==> config.mk <==
export PLATFORM = sky130hd
export DESIGN_NAME = rsc_radio_serial
export DESIGN_NICKNAME = d
export VERILOG_FILES = /design/src/hw/rsc_radio_serial.v
export VERILOG_INCLUDE_DIRS = /design/src /design/src/hw
export SDC_FILE = /design/constraint.sdc
export NUM_CORES = 1
export LEC_CHECK = 0
export ABC_AREA = 1
export BUFFER_PORTS_ARGS = -buffer_cell sky130_fd_sc_hd__buf_2
export CORE_UTILIZATION = 40
export CTS_CLUSTER_DIAMETER = 30
export DETAILED_ROUTE_END_ITERATION = 8
export GPL_ROUTABILITY_DRIVEN = 1
export GPL_TIMING_DRIVEN = 0
export SLEW_MARGIN = 10
export SYNTH_ARGS = -nofsm -noshare
export SYNTH_HDL_FRONTEND = slang
export SYNTH_SLANG_ARGS = --single-unit
==> constraint.sdc <==
create_clock -name clk -period 6.61 [get_ports clk]
set_input_delay 1.322 -clock clk [delete_from_list [all_inputs] [get_ports clk]]
set_output_delay 1.322 -clock clk [all_outputs]
set_load 0.1 [all_outputs]
==> src/hw/rsc_defines.vh <==
`ifndef RSC_DEFINES_VH
`define RSC_DEFINES_VH

// register byte offsets
`define RSC_ADDR_CTRL      12'h000
`define RSC_ADDR_BAUD      12'h004
`define RSC_ADDR_PATTERN   12'h008
`define RSC_ADDR_TXDATA    12'h00c
`define RSC_ADDR_RXDATA    12'h010
`define RSC_ADDR_STATUS    12'h014
`define RSC_ADDR_SYSCLK    12'h018

// control word fields
`define RSC_CTRL_RXEN      0
`define RSC_CTRL_TXEN      1
`define RSC_CTRL_RXEXT     2
`define RSC_CTRL_TXEXT     3
`define RSC_CTRL_CODEN     4
`define RSC_CTRL_CODE_LO   5
`define RSC_CTRL_CODE_HI   7

// baud / start / irq word fields
`define RSC_BAUD_FINE_LO   0
`define RSC_BAUD_FINE_HI   3
`define RSC_BAUD_CRS_LO    4
`define RSC_BAUD_CRS_HI    5
`define RSC_BAUD_START_LO  6
`define RSC_BAUD_START_HI  7
`define RSC_BAUD_IRQ_LO    8
`define RSC_BAUD_IRQ_HI    10

// status word fields
`define RSC_ST_TXEMPTY     0
`define RSC_ST_TXFULL      1
`define RSC_ST_RXEMPTY     2
`define RSC_ST_RXFULL      3
`define RSC_ST_OVERRUN     4

// line codes
`define RSC_CODE_NRZL      3'h0
`define RSC_CODE_NRZM      3'h1
`define RSC_CODE_NRZS      3'h2
`define RSC_CODE_MANL      3'h3
`define RSC_CODE_MANM      3'h4
`define RSC_CODE_MILLER    3'h7

// start detection modes
`define RSC_START_OFF      2'h0
`define RSC_START_VIOL     2'h1
`define RSC_START_PIN      2'h2
`define RSC_START_PATTERN  2'h3

// receive interrupt sources
`define RSC_IRQ_START      3'h1
`define RSC_IRQ_BYTE       3'h2
`define RSC_IRQ_FULL       3'h4

// baud generator: samples per symbol and coarse shifts (x1, x4, x16, x64)
`define RSC_OVERSAMPLE_M1  4'hf
`define RSC_SAMPLE_PHASE   4'h7
`define RSC_CRS_SH0        2'h0
`define RSC_CRS_SH1        2'h2
`define RSC_CRS_SH2        2'h2
`define RSC_CRS_SH3        2'h3

`endif

==> src/hw/rsc_radio_serial.v <==
// Summary of operation
// - symbol rate = clock / (16*fine*coarse)
// - fine = value+1; coarse 00 x1, 01 x4
// - Manchester/Miller use two symbols per bit
// - code 100 ManMark, 010 NRZ Space, 111 Miller
// - code 000 NRZL, 001 NRZM, 011 ManLevel
// - coder disabled sends raw FIFO bytes
// - coder enable latched at byte load only
// - NRZ Space toggles line per zero bit
// - 4-byte tx FIFO, irq when emptied
// - rx irq source 001 is start detected
// - rx irq source 100 is FIFO full; 4 bytes
// - byte into full rx FIFO dropped, overrun
// - start detection flushes receive FIFO
// - start mode 01 detects code violation
// - start mode 11 pattern, 10 pin
// - clock select 0 uses internal baud timing
// - separate receiver and transmitter enables
// - four pins: rx, bitclock, pattern, tx
// - external system clock divided by two
//
// Local design decisions: register access over APB and the address map.
`timescale 1ns/1ps
`default_nettype none
`include "rsc_defines.vh"

module rsc_radio_serial #(
  parameter DEPTH = 4
) (
  // clock and reset
  input  wire        clk,
  input  wire        rst,
  // apb slave
  input  wire        psel,
  input  wire        penable,
  input  wire        pwrite,
  input  wire [11:0] paddr,
  input  wire [31:0] pwdata,
  output wire        pready,
  output reg  [31:0] prdata,
  output wire        pslverr,
  // radio pins
  input  wire        radio_rx_data_pin,
  input  wire        radio_bitclock_pin,
  input  wire        radio_pattern_pin,
  output reg         radio_tx_data_pin,
  // external system clock input
  input  wire        ext_clk_in,
  // interrupt requests to the system handler
  output reg         tx_irq,
  output reg         rx_irq
);
  localparam AW = 2;

  // configuration
  reg        receiver_enable;
  reg        transmitter_enable;
  reg        rx_external_bitclock_select;
  reg        tx_external_bitclock_select;
  reg        coder_enable;
  reg  [2:0] line_code_select;
  reg  [3:0] baud_fine_factor;
  reg  [1:0] baud_coarse_factor;
  reg  [1:0] start_detect_mode;
  reg  [2:0] rx_interrupt_source;
  reg  [7:0] start_pattern_value;
  reg        external_clock_select;
  reg        rx_overrun_flag;

  // fifos
  reg  [7:0]  tx_mem [0:DEPTH-1];
  reg  [7:0]  rx_mem [0:DEPTH-1];
  reg  [AW-1:0] tx_rd;
  reg  [AW-1:0] tx_wr;
  reg  [AW:0]   tx_cnt;
  reg  [AW-1:0] rx_rd;
  reg  [AW-1:0] rx_wr;
  reg  [AW:0]   rx_cnt;
  wire tx_empty = (tx_cnt == 0);
  wire tx_full  = (tx_cnt == DEPTH);
  wire rx_empty = (rx_cnt == 0);
  wire rx_full  = (rx_cnt == DEPTH);

  // apb decode
  wire setup   = psel & ~penable;
  wire access  = psel & penable;
  wire a_ctrl  = (paddr == `RSC_ADDR_CTRL);
  wire a_baud  = (paddr == `RSC_ADDR_BAUD);
  wire a_pat   = (paddr == `RSC_ADDR_PATTERN);
  wire a_tx    = (paddr == `RSC_ADDR_TXDATA);
  wire a_rx    = (paddr == `RSC_ADDR_RXDATA);
  wire a_st    = (paddr == `RSC_ADDR_STATUS);
  wire a_sys   = (paddr == `RSC_ADDR_SYSCLK);
  wire mapped  = a_ctrl | a_baud | a_pat | a_tx | a_rx | a_st | a_sys;
  assign pready  = 1'b1;
  assign pslverr = access & ~mapped;
  wire wr_en   = access & pwrite & mapped;
  wire tx_push = wr_en & a_tx & ~tx_full;
  wire rx_pop  = access & ~pwrite & a_rx & ~rx_empty;

  // system clock: external input halved into a core enable
  reg ext_prev;
  reg ext_half;
  wire ext_rise = ext_clk_in & ~ext_prev;
  wire core_en  = external_clock_select ? (ext_rise & ext_half) : 1'b1;

  // baud generator
  // three bits: the x64 shift of 6 would wrap in two
  reg  [2:0]  crs_sh;
  always @* begin
    case (baud_coarse_factor)
      2'h0:    crs_sh = {1'b0, `RSC_CRS_SH0};
      2'h1:    crs_sh = {1'b0, `RSC_CRS_SH1};
      2'h2:    crs_sh = {1'b0, `RSC_CRS_SH2} + {1'b0, `RSC_CRS_SH2};
      default: crs_sh = {1'b0, `RSC_CRS_SH3} + {1'b0, `RSC_CRS_SH3};
    endcase
  end
  wire [10:0] div_m1 = ({6'h00, 1'b0, baud_fine_factor} + 11'h001 << crs_sh) - 11'h001;
  reg  [10:0] pre_cnt;
  reg  [3:0]  os_cnt;
  wire os_tick  = core_en & (pre_cnt == div_m1);
  wire sym_tick = os_tick & (os_cnt == `RSC_OVERSAMPLE_M1);

  // external bit clock edge
  reg  bclk_prev;
  wire bclk_rise = radio_bitclock_pin & ~bclk_prev;

  // transmitter
  reg        tx_busy;
  reg  [7:0] tx_sh;
  reg  [2:0] tx_bit;
  reg        tx_half;
  reg        tx_code_on;
  reg  [2:0] tx_code;
  reg        tx_prevb;
  wire tx_tick = transmitter_enable &
                 (tx_external_bitclock_select ? bclk_rise : sym_tick);
  wire tx_load_idle = tx_tick & ~tx_busy & ~tx_empty;
  wire tx_two  = tx_code_on & (tx_code == `RSC_CODE_MANL | tx_code == `RSC_CODE_MANM |
                 tx_code == `RSC_CODE_MILLER);
  wire tx_bit_end = tx_tick & tx_busy & (tx_half | ~tx_two);
  wire tx_load_next = tx_bit_end & (tx_bit == 3'h7) & ~tx_empty;
  wire tx_pop = tx_load_idle | tx_load_next;
  wire [7:0] tx_head = tx_mem[tx_rd];

  // next line level for current half symbol
  reg        next_line;
  reg  [2:0] cur_code;
  reg        cur_on;
  reg        cur_b;
  reg        cur_half;
  always @* begin
    cur_code = tx_load_idle ? line_code_select : tx_code;
    cur_on   = tx_load_idle ? coder_enable : tx_code_on;
    cur_b    = tx_load_idle ? tx_head[7] : tx_sh[7];
    cur_half = tx_load_idle ? 1'b0 : tx_half;
    next_line = radio_tx_data_pin;
    if (!cur_on) begin
      next_line = cur_b;
    end else begin
      case (cur_code)
        `RSC_CODE_NRZL:   next_line = cur_b;
        `RSC_CODE_NRZM:   next_line = cur_b ? ~radio_tx_data_pin : radio_tx_data_pin;
        `RSC_CODE_NRZS:   next_line = cur_b ? radio_tx_data_pin : ~radio_tx_data_pin;
        `RSC_CODE_MANL:   next_line = cur_half ? ~cur_b : cur_b;
        `RSC_CODE_MANM:   next_line = (cur_half & ~cur_b) ? radio_tx_data_pin :
                                      ~radio_tx_data_pin;
        `RSC_CODE_MILLER: next_line = cur_half ? (cur_b ^ radio_tx_data_pin) :
                                      ((~cur_b & ~tx_prevb) ^ radio_tx_data_pin);
        default:          next_line = cur_b;
      endcase
    end
  end

  // receiver symbol timing
  reg  [3:0] rx_phase;
  reg        rx_lvl;
  wire rx_int_sym = os_tick & (rx_phase == `RSC_SAMPLE_PHASE);
  wire sym_valid  = receiver_enable &
                    (rx_external_bitclock_select ? bclk_rise : rx_int_sym);
  wire sym = radio_rx_data_pin;

  // receiver decoder
  reg        s1;
  reg        s2;
  reg        rx_havea;
  reg        rx_prevbit;
  reg  [7:0] rx_sh;
  reg  [2:0] rx_bits;
  reg        pat_prev;
  reg        bit_valid;
  reg        bit_val;
  reg        viol;
  wire rx_two = coder_enable & (line_code_select == `RSC_CODE_MANL |
                line_code_select == `RSC_CODE_MANM | line_code_select == `RSC_CODE_MILLER);
  always @* begin
    bit_valid = 1'b0;
    bit_val   = sym;
    viol      = 1'b0;
    if (sym_valid) begin
      if (!rx_two) begin
        bit_valid = 1'b1;
        if (coder_enable && line_code_select == `RSC_CODE_NRZM)
          bit_val = sym ^ s1;
        else if (coder_enable && line_code_select == `RSC_CODE_NRZS)
          bit_val = ~(sym ^ s1);
      end else if (rx_havea) begin
        bit_val = (line_code_select == `RSC_CODE_MANL) ? s1 : (s1 ^ sym);
        case (line_code_select)
          `RSC_CODE_MANL: viol = (s1 == sym);
          `RSC_CODE_MANM: viol = (s1 == s2);
          default:        viol = (s1 == sym) & ~rx_prevbit & (s1 == s2);
        endcase
        bit_valid = ~viol;
      end
    end
  end
  wire [7:0] rx_next_sh = {rx_sh[6:0], bit_val};
  wire start_viol = viol & (start_detect_mode == `RSC_START_VIOL);
  wire start_pat  = bit_valid & (start_detect_mode == `RSC_START_PATTERN) &
                    (rx_next_sh == start_pattern_value);
  wire start_pin  = receiver_enable & (start_detect_mode == `RSC_START_PIN) &
                    radio_pattern_pin & ~pat_prev;
  wire start_det  = start_viol | start_pat | start_pin;
  wire byte_done  = bit_valid & ~start_det & (rx_bits == 3'h7);
  wire rx_push    = byte_done & ~rx_full;
  wire [AW:0] rx_cnt_after = rx_cnt + {{AW{1'b0}}, rx_push} - {{AW{1'b0}}, rx_pop};

  always @(posedge clk or posedge rst) begin
    if (rst) begin
      receiver_enable             <= 1'b0;
      transmitter_enable          <= 1'b0;
      rx_external_bitclock_select <= 1'b0;
      tx_external_bitclock_select <= 1'b0;
      coder_enable                <= 1'b0;
      line_code_select            <= `RSC_CODE_NRZL;
      baud_fine_factor            <= 4'h0;
      baud_coarse_factor          <= 2'h0;
      start_detect_mode           <= `RSC_START_OFF;
      rx_interrupt_source         <= 3'h0;
      start_pattern_value         <= 8'h00;
      external_clock_select       <= 1'b0;
      rx_overrun_flag             <= 1'b0;
      prdata      <= 32'h0000_0000;
      tx_rd       <= {AW{1'b0}};
      tx_wr       <= {AW{1'b0}};
      tx_cnt      <= {(AW+1){1'b0}};
      rx_rd       <= {AW{1'b0}};
      rx_wr       <= {AW{1'b0}};
      rx_cnt      <= {(AW+1){1'b0}};
      ext_prev    <= 1'b0;
      ext_half    <= 1'b0;
      pre_cnt     <= 11'h000;
      os_cnt      <= 4'h0;
      bclk_prev   <= 1'b0;
      tx_busy     <= 1'b0;
      tx_sh       <= 8'h00;
      tx_bit      <= 3'h0;
      tx_half     <= 1'b0;
      tx_code_on  <= 1'b0;
      tx_code     <= `RSC_CODE_NRZL;
      tx_prevb    <= 1'b0;
      radio_tx_data_pin <= 1'b0;
      tx_irq      <= 1'b0;
      rx_irq      <= 1'b0;
      rx_phase    <= 4'h0;
      rx_lvl      <= 1'b0;
      s1          <= 1'b0;
      s2          <= 1'b0;
      rx_havea    <= 1'b0;
      rx_prevbit  <= 1'b0;
      rx_sh       <= 8'h00;
      rx_bits     <= 3'h0;
      pat_prev    <= 1'b0;
    end else begin
      // register writes and reads
      if (wr_en & a_ctrl) begin
        receiver_enable             <= pwdata[`RSC_CTRL_RXEN];
        transmitter_enable          <= pwdata[`RSC_CTRL_TXEN];
        rx_external_bitclock_select <= pwdata[`RSC_CTRL_RXEXT];
        tx_external_bitclock_select <= pwdata[`RSC_CTRL_TXEXT];
        coder_enable                <= pwdata[`RSC_CTRL_CODEN];
        line_code_select            <= pwdata[`RSC_CTRL_CODE_HI:`RSC_CTRL_CODE_LO];
      end
      if (wr_en & a_baud) begin
        baud_fine_factor    <= pwdata[`RSC_BAUD_FINE_HI:`RSC_BAUD_FINE_LO];
        baud_coarse_factor  <= pwdata[`RSC_BAUD_CRS_HI:`RSC_BAUD_CRS_LO];
        start_detect_mode   <= pwdata[`RSC_BAUD_START_HI:`RSC_BAUD_START_LO];
        rx_interrupt_source <= pwdata[`RSC_BAUD_IRQ_HI:`RSC_BAUD_IRQ_LO];
      end
      if (wr_en & a_pat)
        start_pattern_value <= pwdata[7:0];
      if (wr_en & a_sys)
        external_clock_select <= pwdata[0];
      // overrun: a new drop beats a software clear
      if (byte_done & rx_full)
        rx_overrun_flag <= 1'b1;
      else if (wr_en & a_st & pwdata[`RSC_ST_OVERRUN])
        rx_overrun_flag <= 1'b0;
      if (setup) begin
        prdata <= 32'h0000_0000;
        case (paddr)
          `RSC_ADDR_CTRL:    prdata[7:0] <= {line_code_select, coder_enable,
                               tx_external_bitclock_select, rx_external_bitclock_select,
                               transmitter_enable, receiver_enable};
          `RSC_ADDR_BAUD:    prdata[10:0] <= {rx_interrupt_source, start_detect_mode,
                               baud_coarse_factor, baud_fine_factor};
          `RSC_ADDR_PATTERN: prdata[7:0] <= start_pattern_value;
          `RSC_ADDR_RXDATA:  prdata[7:0] <= rx_empty ? 8'h00 : rx_mem[rx_rd];
          `RSC_ADDR_STATUS:  prdata[4:0] <= {rx_overrun_flag, rx_full, rx_empty,
                               tx_full, tx_empty};
          `RSC_ADDR_SYSCLK:  prdata[0] <= external_clock_select;
          default:           prdata <= 32'h0000_0000;
        endcase
      end
      // system clock halving
      ext_prev <= ext_clk_in;
      if (ext_rise)
        ext_half <= ~ext_half;
      // baud generator
      if (core_en) begin
        if (pre_cnt >= div_m1)
          pre_cnt <= 11'h000;
        else
          pre_cnt <= pre_cnt + 11'h001;
      end
      if (os_tick)
        os_cnt <= os_cnt + 4'h1;
      bclk_prev <= radio_bitclock_pin;
      // transmit fifo
      if (tx_push) begin
        tx_mem[tx_wr] <= pwdata[7:0];
        tx_wr <= tx_wr + 1'b1;
      end
      if (tx_pop)
        tx_rd <= tx_rd + 1'b1;
      tx_cnt <= tx_cnt + {{AW{1'b0}}, tx_push} - {{AW{1'b0}}, tx_pop};
      tx_irq <= tx_pop & (tx_cnt == 1) & ~tx_push;
      // transmit shifter
      if (tx_load_idle) begin
        tx_busy    <= 1'b1;
        tx_code_on <= coder_enable;
        tx_code    <= line_code_select;
        radio_tx_data_pin <= next_line;
        if (coder_enable & (line_code_select == `RSC_CODE_MANL |
            line_code_select == `RSC_CODE_MANM | line_code_select == `RSC_CODE_MILLER)) begin
          tx_sh   <= tx_head;
          tx_bit  <= 3'h0;
          tx_half <= 1'b1;
        end else begin
          tx_prevb <= tx_head[7];
          tx_sh    <= {tx_head[6:0], 1'b0};
          tx_bit   <= 3'h1;
          tx_half  <= 1'b0;
        end
      end else if (tx_tick & tx_busy) begin
        radio_tx_data_pin <= next_line;
        if (tx_two & ~tx_half) begin
          tx_half <= 1'b1;
        end else begin
          tx_half  <= 1'b0;
          tx_prevb <= tx_sh[7];
          tx_sh    <= {tx_sh[6:0], 1'b0};
          tx_bit   <= tx_bit + 3'h1;
        end
      end
      if (tx_load_next) begin
        tx_sh      <= tx_head;
        tx_code_on <= coder_enable;
        tx_code    <= line_code_select;
      end else if (tx_bit_end & (tx_bit == 3'h7)) begin
        tx_busy <= 1'b0;
      end
      // receive symbol phase follows line edges
      rx_lvl <= radio_rx_data_pin;
      if (radio_rx_data_pin != rx_lvl)
        rx_phase <= 4'h0;
      else if (os_tick)
        rx_phase <= rx_phase + 4'h1;
      pat_prev <= radio_pattern_pin;
      // receive decoder state
      if (sym_valid) begin
        s1 <= sym;
        s2 <= s1;
        if (rx_two)
          rx_havea <= viol | ~rx_havea;
        else
          rx_havea <= 1'b0;
      end
      if (bit_valid) begin
        rx_prevbit <= bit_val;
        rx_sh      <= rx_next_sh;
        rx_bits    <= rx_bits + 3'h1;
      end
      // receive fifo
      if (start_det) begin
        rx_rd   <= {AW{1'b0}};
        rx_wr   <= {AW{1'b0}};
        rx_cnt  <= {(AW+1){1'b0}};
        rx_bits <= 3'h0;
      end else begin
        if (rx_push) begin
          rx_mem[rx_wr] <= rx_next_sh;
          rx_wr <= rx_wr + 1'b1;
        end
        if (rx_pop)
          rx_rd <= rx_rd + 1'b1;
        rx_cnt <= rx_cnt_after;
      end
      case (rx_interrupt_source)
        `RSC_IRQ_START: rx_irq <= start_det;
        `RSC_IRQ_BYTE:  rx_irq <= rx_push & ~start_det;
        `RSC_IRQ_FULL:  rx_irq <= rx_push & ~start_det & (rx_cnt_after == DEPTH);
        default:        rx_irq <= 1'b0;
      endcase
    end
  end
endmodule

`default_nettype wire

==> After elaboration in Yosys (flattened, before gate mapping) <==
Memory sizes are Yosys's and may differ from the RTL's.
Index checks and enable logic that the tools add are counted.
{ "op_classes": {"shift": 1, "n_lt_le_gt_ge": 1, "n_eq_ne": 43, "reduce_logical": 19, "mul": 0, "bitwise_logic": 92, "n_div": 0, "n_mux": 79, "add_sub_neg": 15} }
{ "op_table": {"columns": ["op", "n"], "rows": [
  ["$and 1x1->1", 51],
  ["$mux 1", 50],
  ["$mux 8", 6],
  ["$eq 12x5->1 const B", 3],
  ["$eq 3x3->1 const B", 12],
  ["$mux 3", 9],
  ["$eq 12x4->1 const B", 2],
  ["$not 1->1", 23],
  ["$pmux 4 s5", 1],
  ["$eq 3x2->1 const B", 6],
  ["$or 1x1->1", 15],
  ["$eq 12x3->1 const B", 1],
  ["$eq 3x1->1 const B", 4],
  ["$logic_not 12->1", 1],
  ["$pmux 3 s4", 1],
  ["$reduce_bool 2->1", 6],
  ["$add 11x1->11 const B", 1],
  ["$eq 11x11->1", 1],
  ["$ge 11x11->1", 1],
  ["$mux 11", 1],
  ["$shl 5x3->11", 1],
  ["$sub 11x1->11 const B", 1],
  ["$pmux 3 s3", 1],
  ["$add 2x1->2 const B", 4],
  ["28 further kinds", 48]
]} }
{ "totals": {"ff_bits": 113, "elab_cells": 296, "latchBits": 0, "ram_bits": 64, "romBits": 0, "inputBits": 53, "mem_count": 2} }
{ "memory_table": {"columns": ["memory", "depth", "word_bits", "rd", "rd_clocked_by_memory_dff", "wr", "line_no", "text"], "rows": [
  ["rx_mem", 4, 8, 1, 0, 1, "rsc_radio_serial.v:72", "reg [7:0] rx_mem [0:DEPTH-1];"],
  ["tx_mem", 4, 8, 1, 0, 1, "rsc_radio_serial.v:71", "reg [7:0] tx_mem [0:DEPTH-1];"]
]} }

==> Depth between registers and ports, before layout <==
{ "logic_depth": {"depth_word": 27, "depth_mapped": 36, "depth_no_buf": 36} }

==> Least setup slack after synthesis <==
OpenSTA, ideal clock, no wires.
{ "synth_timing": {"path_kind": "in2reg", "from": "in rst", "to": "mem tx_mem[0][0] (enable)", "t_arrival_ns": 4.599, "cell_stages": 3, "path_slack_ns": 1.638, "setup_time_ns": 0.373, "path_buffers": 0, "cell_sequence": "inv_1 nand2_1 nor2_1"} }
{ "synth_between": {"elab_chain_cells": 3} }
{ "synth_rtl": {"columns": ["item", "line_no", "text"], "rows": [
  ["start: declaration", "rsc_radio_serial.v:32", "input wire rst,"],
  ["$logic_not 1->1 (no source line)", null, null],
  ["$logic_and 1x1->1 (implied by the code)", "rsc_radio_serial.v:332", "tx_mem[tx_wr] <= pwdata[7:0];"],
  ["$mux 1 (implied by the code)", "rsc_radio_serial.v:332", null],
  ["end: declaration", "rsc_radio_serial.v:71", null]
]} }
Every way passes these cells.

==> Final worst setup path <==
{ "layout_timing": {"from": "reg baud_fine_factor[0]", "to": "reg rx_irq"} }
{ "layout_between": {"elab_chain_cells": 22, "word_cells_on_any_way": 27, "classes_between": "add/sub: 4; eq/ne: 3; shift: 1; mux: 5; bitwise: 14"} }
{ "layout_rtl": {"columns": ["item", "line_no", "text"], "rows": [
  ["start: declaration", "rsc_radio_serial.v:62", "reg [3:0] baud_fine_factor;"],
  ["start signal: assignment", "rsc_radio_serial.v:286", "baud_fine_factor <= pwdata[`RSC_BAUD_FINE_HI:`RSC_BAUD_FINE_LO];"],
  ["$add 4x1->5 (*)", "rsc_radio_serial.v:118", "wire [10:0] div_m1 = ({6'h00, 1'b0, baud_fine_factor} + 11'h001 << crs_sh) - 11'h001;"],
  ["$shl 5x3->11 (*)", "rsc_radio_serial.v:118", null],
  ["$sub 11x1->11 (*)", "rsc_radio_serial.v:118", null],
  ["$eq 11x11->1 (*)", "rsc_radio_serial.v:121", "wire os_tick = core_en & (pre_cnt == div_m1);"],
  ["$and 1x1->1 (*)", "rsc_radio_serial.v:121", null],
  ["$and 1x1->1 (*)", "rsc_radio_serial.v:178", "wire rx_int_sym = os_tick & (rx_phase == `RSC_SAMPLE_PHASE);"],
  ["$mux 1 (*)", "rsc_radio_serial.v:180", "(rx_external_bitclock_select ? bclk_rise : rx_int_sym);"],
  ["$and 1x1->1 (*)", "rsc_radio_serial.v:179", "wire sym_valid = receiver_enable &"],
  ["[5 not listed]", null, null],
  ["$not 1->1", "rsc_radio_serial.v:225, rsc_radio_serial.v:412, rsc_radio_serial.v:413", null],
  ["$and 1x1->1 (2 in series)", "rsc_radio_serial.v:225", "wire byte_done = bit_valid & ~start_det & (rx_bits == 3'h7);"],
  ["$and 1x1->1", "rsc_radio_serial.v:226", "wire rx_push = byte_done & ~rx_full;"],
  ["$add 3x1->3", "rsc_radio_serial.v:227", "wire [AW:0] rx_cnt_after = rx_cnt + {{AW{1'b0}}, rx_push} - {{AW{1'b0}}, rx_pop};"],
  ["$sub 3x1->3", "rsc_radio_serial.v:227", null],
  ["$eq 3x3->1", "rsc_radio_serial.v:413", "`RSC_IRQ_FULL: rx_irq <= rx_push & ~start_det & (rx_cnt_after == DEPTH);"],
  ["$and 1x1->1", "rsc_radio_serial.v:413", null],
  ["$pmux 1 s3 (*)", "rsc_radio_serial.v:410", "case (rx_interrupt_source)"],
  ["end signal: assignment", "rsc_radio_serial.v:411", "`RSC_IRQ_START: rx_irq <= start_det;"],
  ["end signal: assignment", "rsc_radio_serial.v:412", "`RSC_IRQ_BYTE: rx_irq <= rx_push & ~start_det;"],
  ["end signal: assignment", "rsc_radio_serial.v:413", null],
  ["end: declaration", "rsc_radio_serial.v:51", "output reg rx_irq"]
]} }
Every way passes the cells marked *; elsewhere a longest branch is shown, timed or not.
A chain may end at the register's enable or synchronous reset.

==> flow_summary.json <==
{
  "dieHeight_um": 155,
  "avgViaCountPerCell": 4.92,
  "async_reset_ff_frac": 0.636,
  "nets": 1208,
  "dpl.hpwl_mm": 15.9,
  "cts_tree": "done",
  "finalHoldViolCount": 0,
  "clock_sinks": 176,
  "finalSetupViolCount": 0,
  "ctsResizeCount": 0,
  "io_pins": 90,
  "synth_cells": 1034,
  "synth_seq_cells": 176,
  "routedWlPerCell_um": 14.8,
  "die_w_um": 155,
  "yosysUniqueCellTypes": 62,
  "cp-end-kind": "flop",
  "finalWorstSetupSlack_ns": 0.933,
  "power.density_nw_per_um2": 224,
  "synth_seq_area_share": 0.504,
  "final_max_slew_viol_count": 0,
  "ctsHoldBuffers": 0,
  "drc": 0,
  "synth_warnings": 0,
  "syn_to_final_growth_pct": 14.6,
  "antenna_found_initial": 0,
  "grt_pass1_wl_mm": 35.3,
  "clkSlewWorstSetupHoldPaths_ns": 0.07,
  "power_uw": 2400,
  "place_area_um2": 10100,
  "grt_pass1_vias": 6828,
  "min_period_ns": 5.68,
  "clockBufferDepth": 2,
  "first_pass_iters": 5,
  "fin_area_um2": 10700,
  "fin_skew_ns": 0.0133,
  "syn_area_um2": 9370,
  "ir_worst_vdd_mv": 0.169,
  "max_freq_mhz": 176,
  "placeableCoreArea_um2": 22800,
  "port_buffers": 46,
  "max_stage_delay_ns": 0.54,
  "cp_max_fo": 6,
  "gp_congestion": 0.882,
  "relSlewSlack": 0.462,
  "drtAntennaViolNets": 0,
  "crit_type": "flop to flop",
  "start_util": 0.411,
  "maxCapViolations": 0,
  "ctsHtreeMaxLevel": 4,
  "num_vias": 7117,
  "hold_path.class": "flop to flop",
  "cpMaxStageDelayCell": "a31oi_1",
  "critPathLaunchType": "flop",
  "path_buf_inv": 2,
  "path_delay_family": "simple AND/OR/NAND/NOR gates",
  "grt_setup_unrepaired": "false",
  "grt_max_degree": 63,
  "rows": 55,
  "tightestPinTransition_ns": 0.804,
  "die_area_um2": 24000,
  "globalRouteOverflowTotal": 0,
  "synth.avg_cell_area_um2": 9.06,
  "post_cts_buffers": 0,
  "dp_slack_ns": 0.937,
  "outcome": "finished clean",
  "leakagePower_uw": 0.00490,
  "grt_usage": 0.189,
  "first_iter_violations": 488,
  "routed_wirelength_mm": 21.4,
  "cpMostUsedCell": "nand2_1",
  "min_period_over_period": 0.859,
  "utilization": 0.471,
  "clock_latency_ns": 0.43,
  "synth_edf_count": 64,
  "crit_arrival_ns": 6.05,
  "n_antenna_cell": 0,
  "required_ns": 6.98,
  "synthFlopType": "dfrtp_1",
  "cts_root_buf": "clkbuf_16",
  "drive_gt1_frac": 0.150,
  "tritoncts.num_buffers": 17
}
path summary, 6_finish.rpt:
kind,end,start,cells past startpoint,slack (ns)
worst max-delay path,rx_irq,baud_fine_factor[0],30,0.93
worst min-delay path,os_cnt[3],os_cnt[3],1,0.47
worst max register to register,rx_irq,baud_fine_factor[0],30,0.93
worst min register to register,os_cnt[3],os_cnt[3],1,0.47
max in group asynchronous,baud_fine_factor[0],rst,3,4.95
min in group asynchronous,radio_tx_data_pin,rst,2,0.95
layer usage:
metal  routed length (um)  vias to the layer above  part of all wire  GRT usage
met5                    0                        -                 0          0
met4                  487                        0             0.023     0.0679
met3                 1020                       29             0.048     0.0387
met2                 9730                      161              0.45      0.299
met1                10200                     3350              0.48      0.256
li1                     -                     3577                 -          -
cell usage in the layout (no fill, tap or decap), drive strengths merged, types with 3 or more instances in the layout:
cell type,n
xor2,20
a221oi,9
nand4,16
ha,33
a31oi,5
nor3b,3
nand2,224
buf,76
o22ai,21
bufinv,3
dfrtp,112
nor4,4
o211ai,3
nor3,10
inv,137
a32o,3
clkbuf,27
o31ai,4
o21ai,94
nand3,40
edfxtp,64
a211oi,3
nor2,135
mux2,3
clkinv,4
conb,22
xnor2,12
a21oi,25
registers in the layout, indices dropped and copies added (netlist names), 4 cells and up:
| name | cells |
|---|---|
| rx_sh | 7 |
| tx_sh | 8 |
| baud_fine_factor | 4 |
| start_pattern_value | 8 |
| prdata | 11 |
| os_cnt | 4 |
| rx_mem | 32 |
| tx_mem | 32 |
| rx_phase | 4 |
| pre_cnt | 11 |
metrics by stage:
step                      cells  setup TNS (ns)  hold slack [ns]
final                      1446               0            0.470
after global routing       1446               0            0.489
after CTS                  1446               0            0.471
after detailed placement   1414               0            0.457
after global placement     1413           -2.45            0.460
after floorplan            1054               0            0.441
cells in the mapped netlist (all sizes together), types with 3 or more instances:
master	count	area share
nand2	224	0.10
nor2	135	0.064
inv	129	0.052
dfrtp	112	0.30
o21ai	94	0.051
edfxtp	64	0.21
nand3	40	0.029
ha	33	0.044
buf	29	0.023
a21oi	25	0.014
o22ai	21	0.015
xor2	20	0.019
nand4	16	0.011
xnor2	12	0.011
nor3	10	0.0059
a221oi	9	0.0084
clkbuf	8	0.0032
a31oi	5	0.0033
nor4	4	0.0027
o31ai	4	0.0032
a211oi	3	0.0024
a32o	3	0.0032
clkinv	3	0.0013
mux2	3	0.0036
nor3b	3	0.0024
o211ai	3	0.0029
power by group:
group	internal [uW]	switching, uW	leakage [uW]
registers	1140	12.4	0.00203
logic	35.6	127	0.00256
clock network	623	462	0.000308
final cells by class:
cell class              instances  area, um^2
flip-flops and latches        176        4720
clock inverters                13         191
well taps                     313         392
clock buffers                  19         443
repair buffers                 47         258
plain buffers                  37         249
inverters                     132         507
multi-input cells             709        3970
fillers                      2150       12000
cell families after synthesis:
| family | Yosys count | share of synthesized area |
|---|---|---|
| compound gates | 179 | 0.114 |
| mux | 4 | 0.00467 |
| buf+inv | 169 | 0.0801 |
| simple gates | 437 | 0.218 |
| fa+ha+maj | 35 | 0.0483 |
| xor+xnor | 32 | 0.0299 |
| flops | 176 | 0.504 |
| other cells | 2 | 0.000801 |
Power figures use the tool's default switching activity.
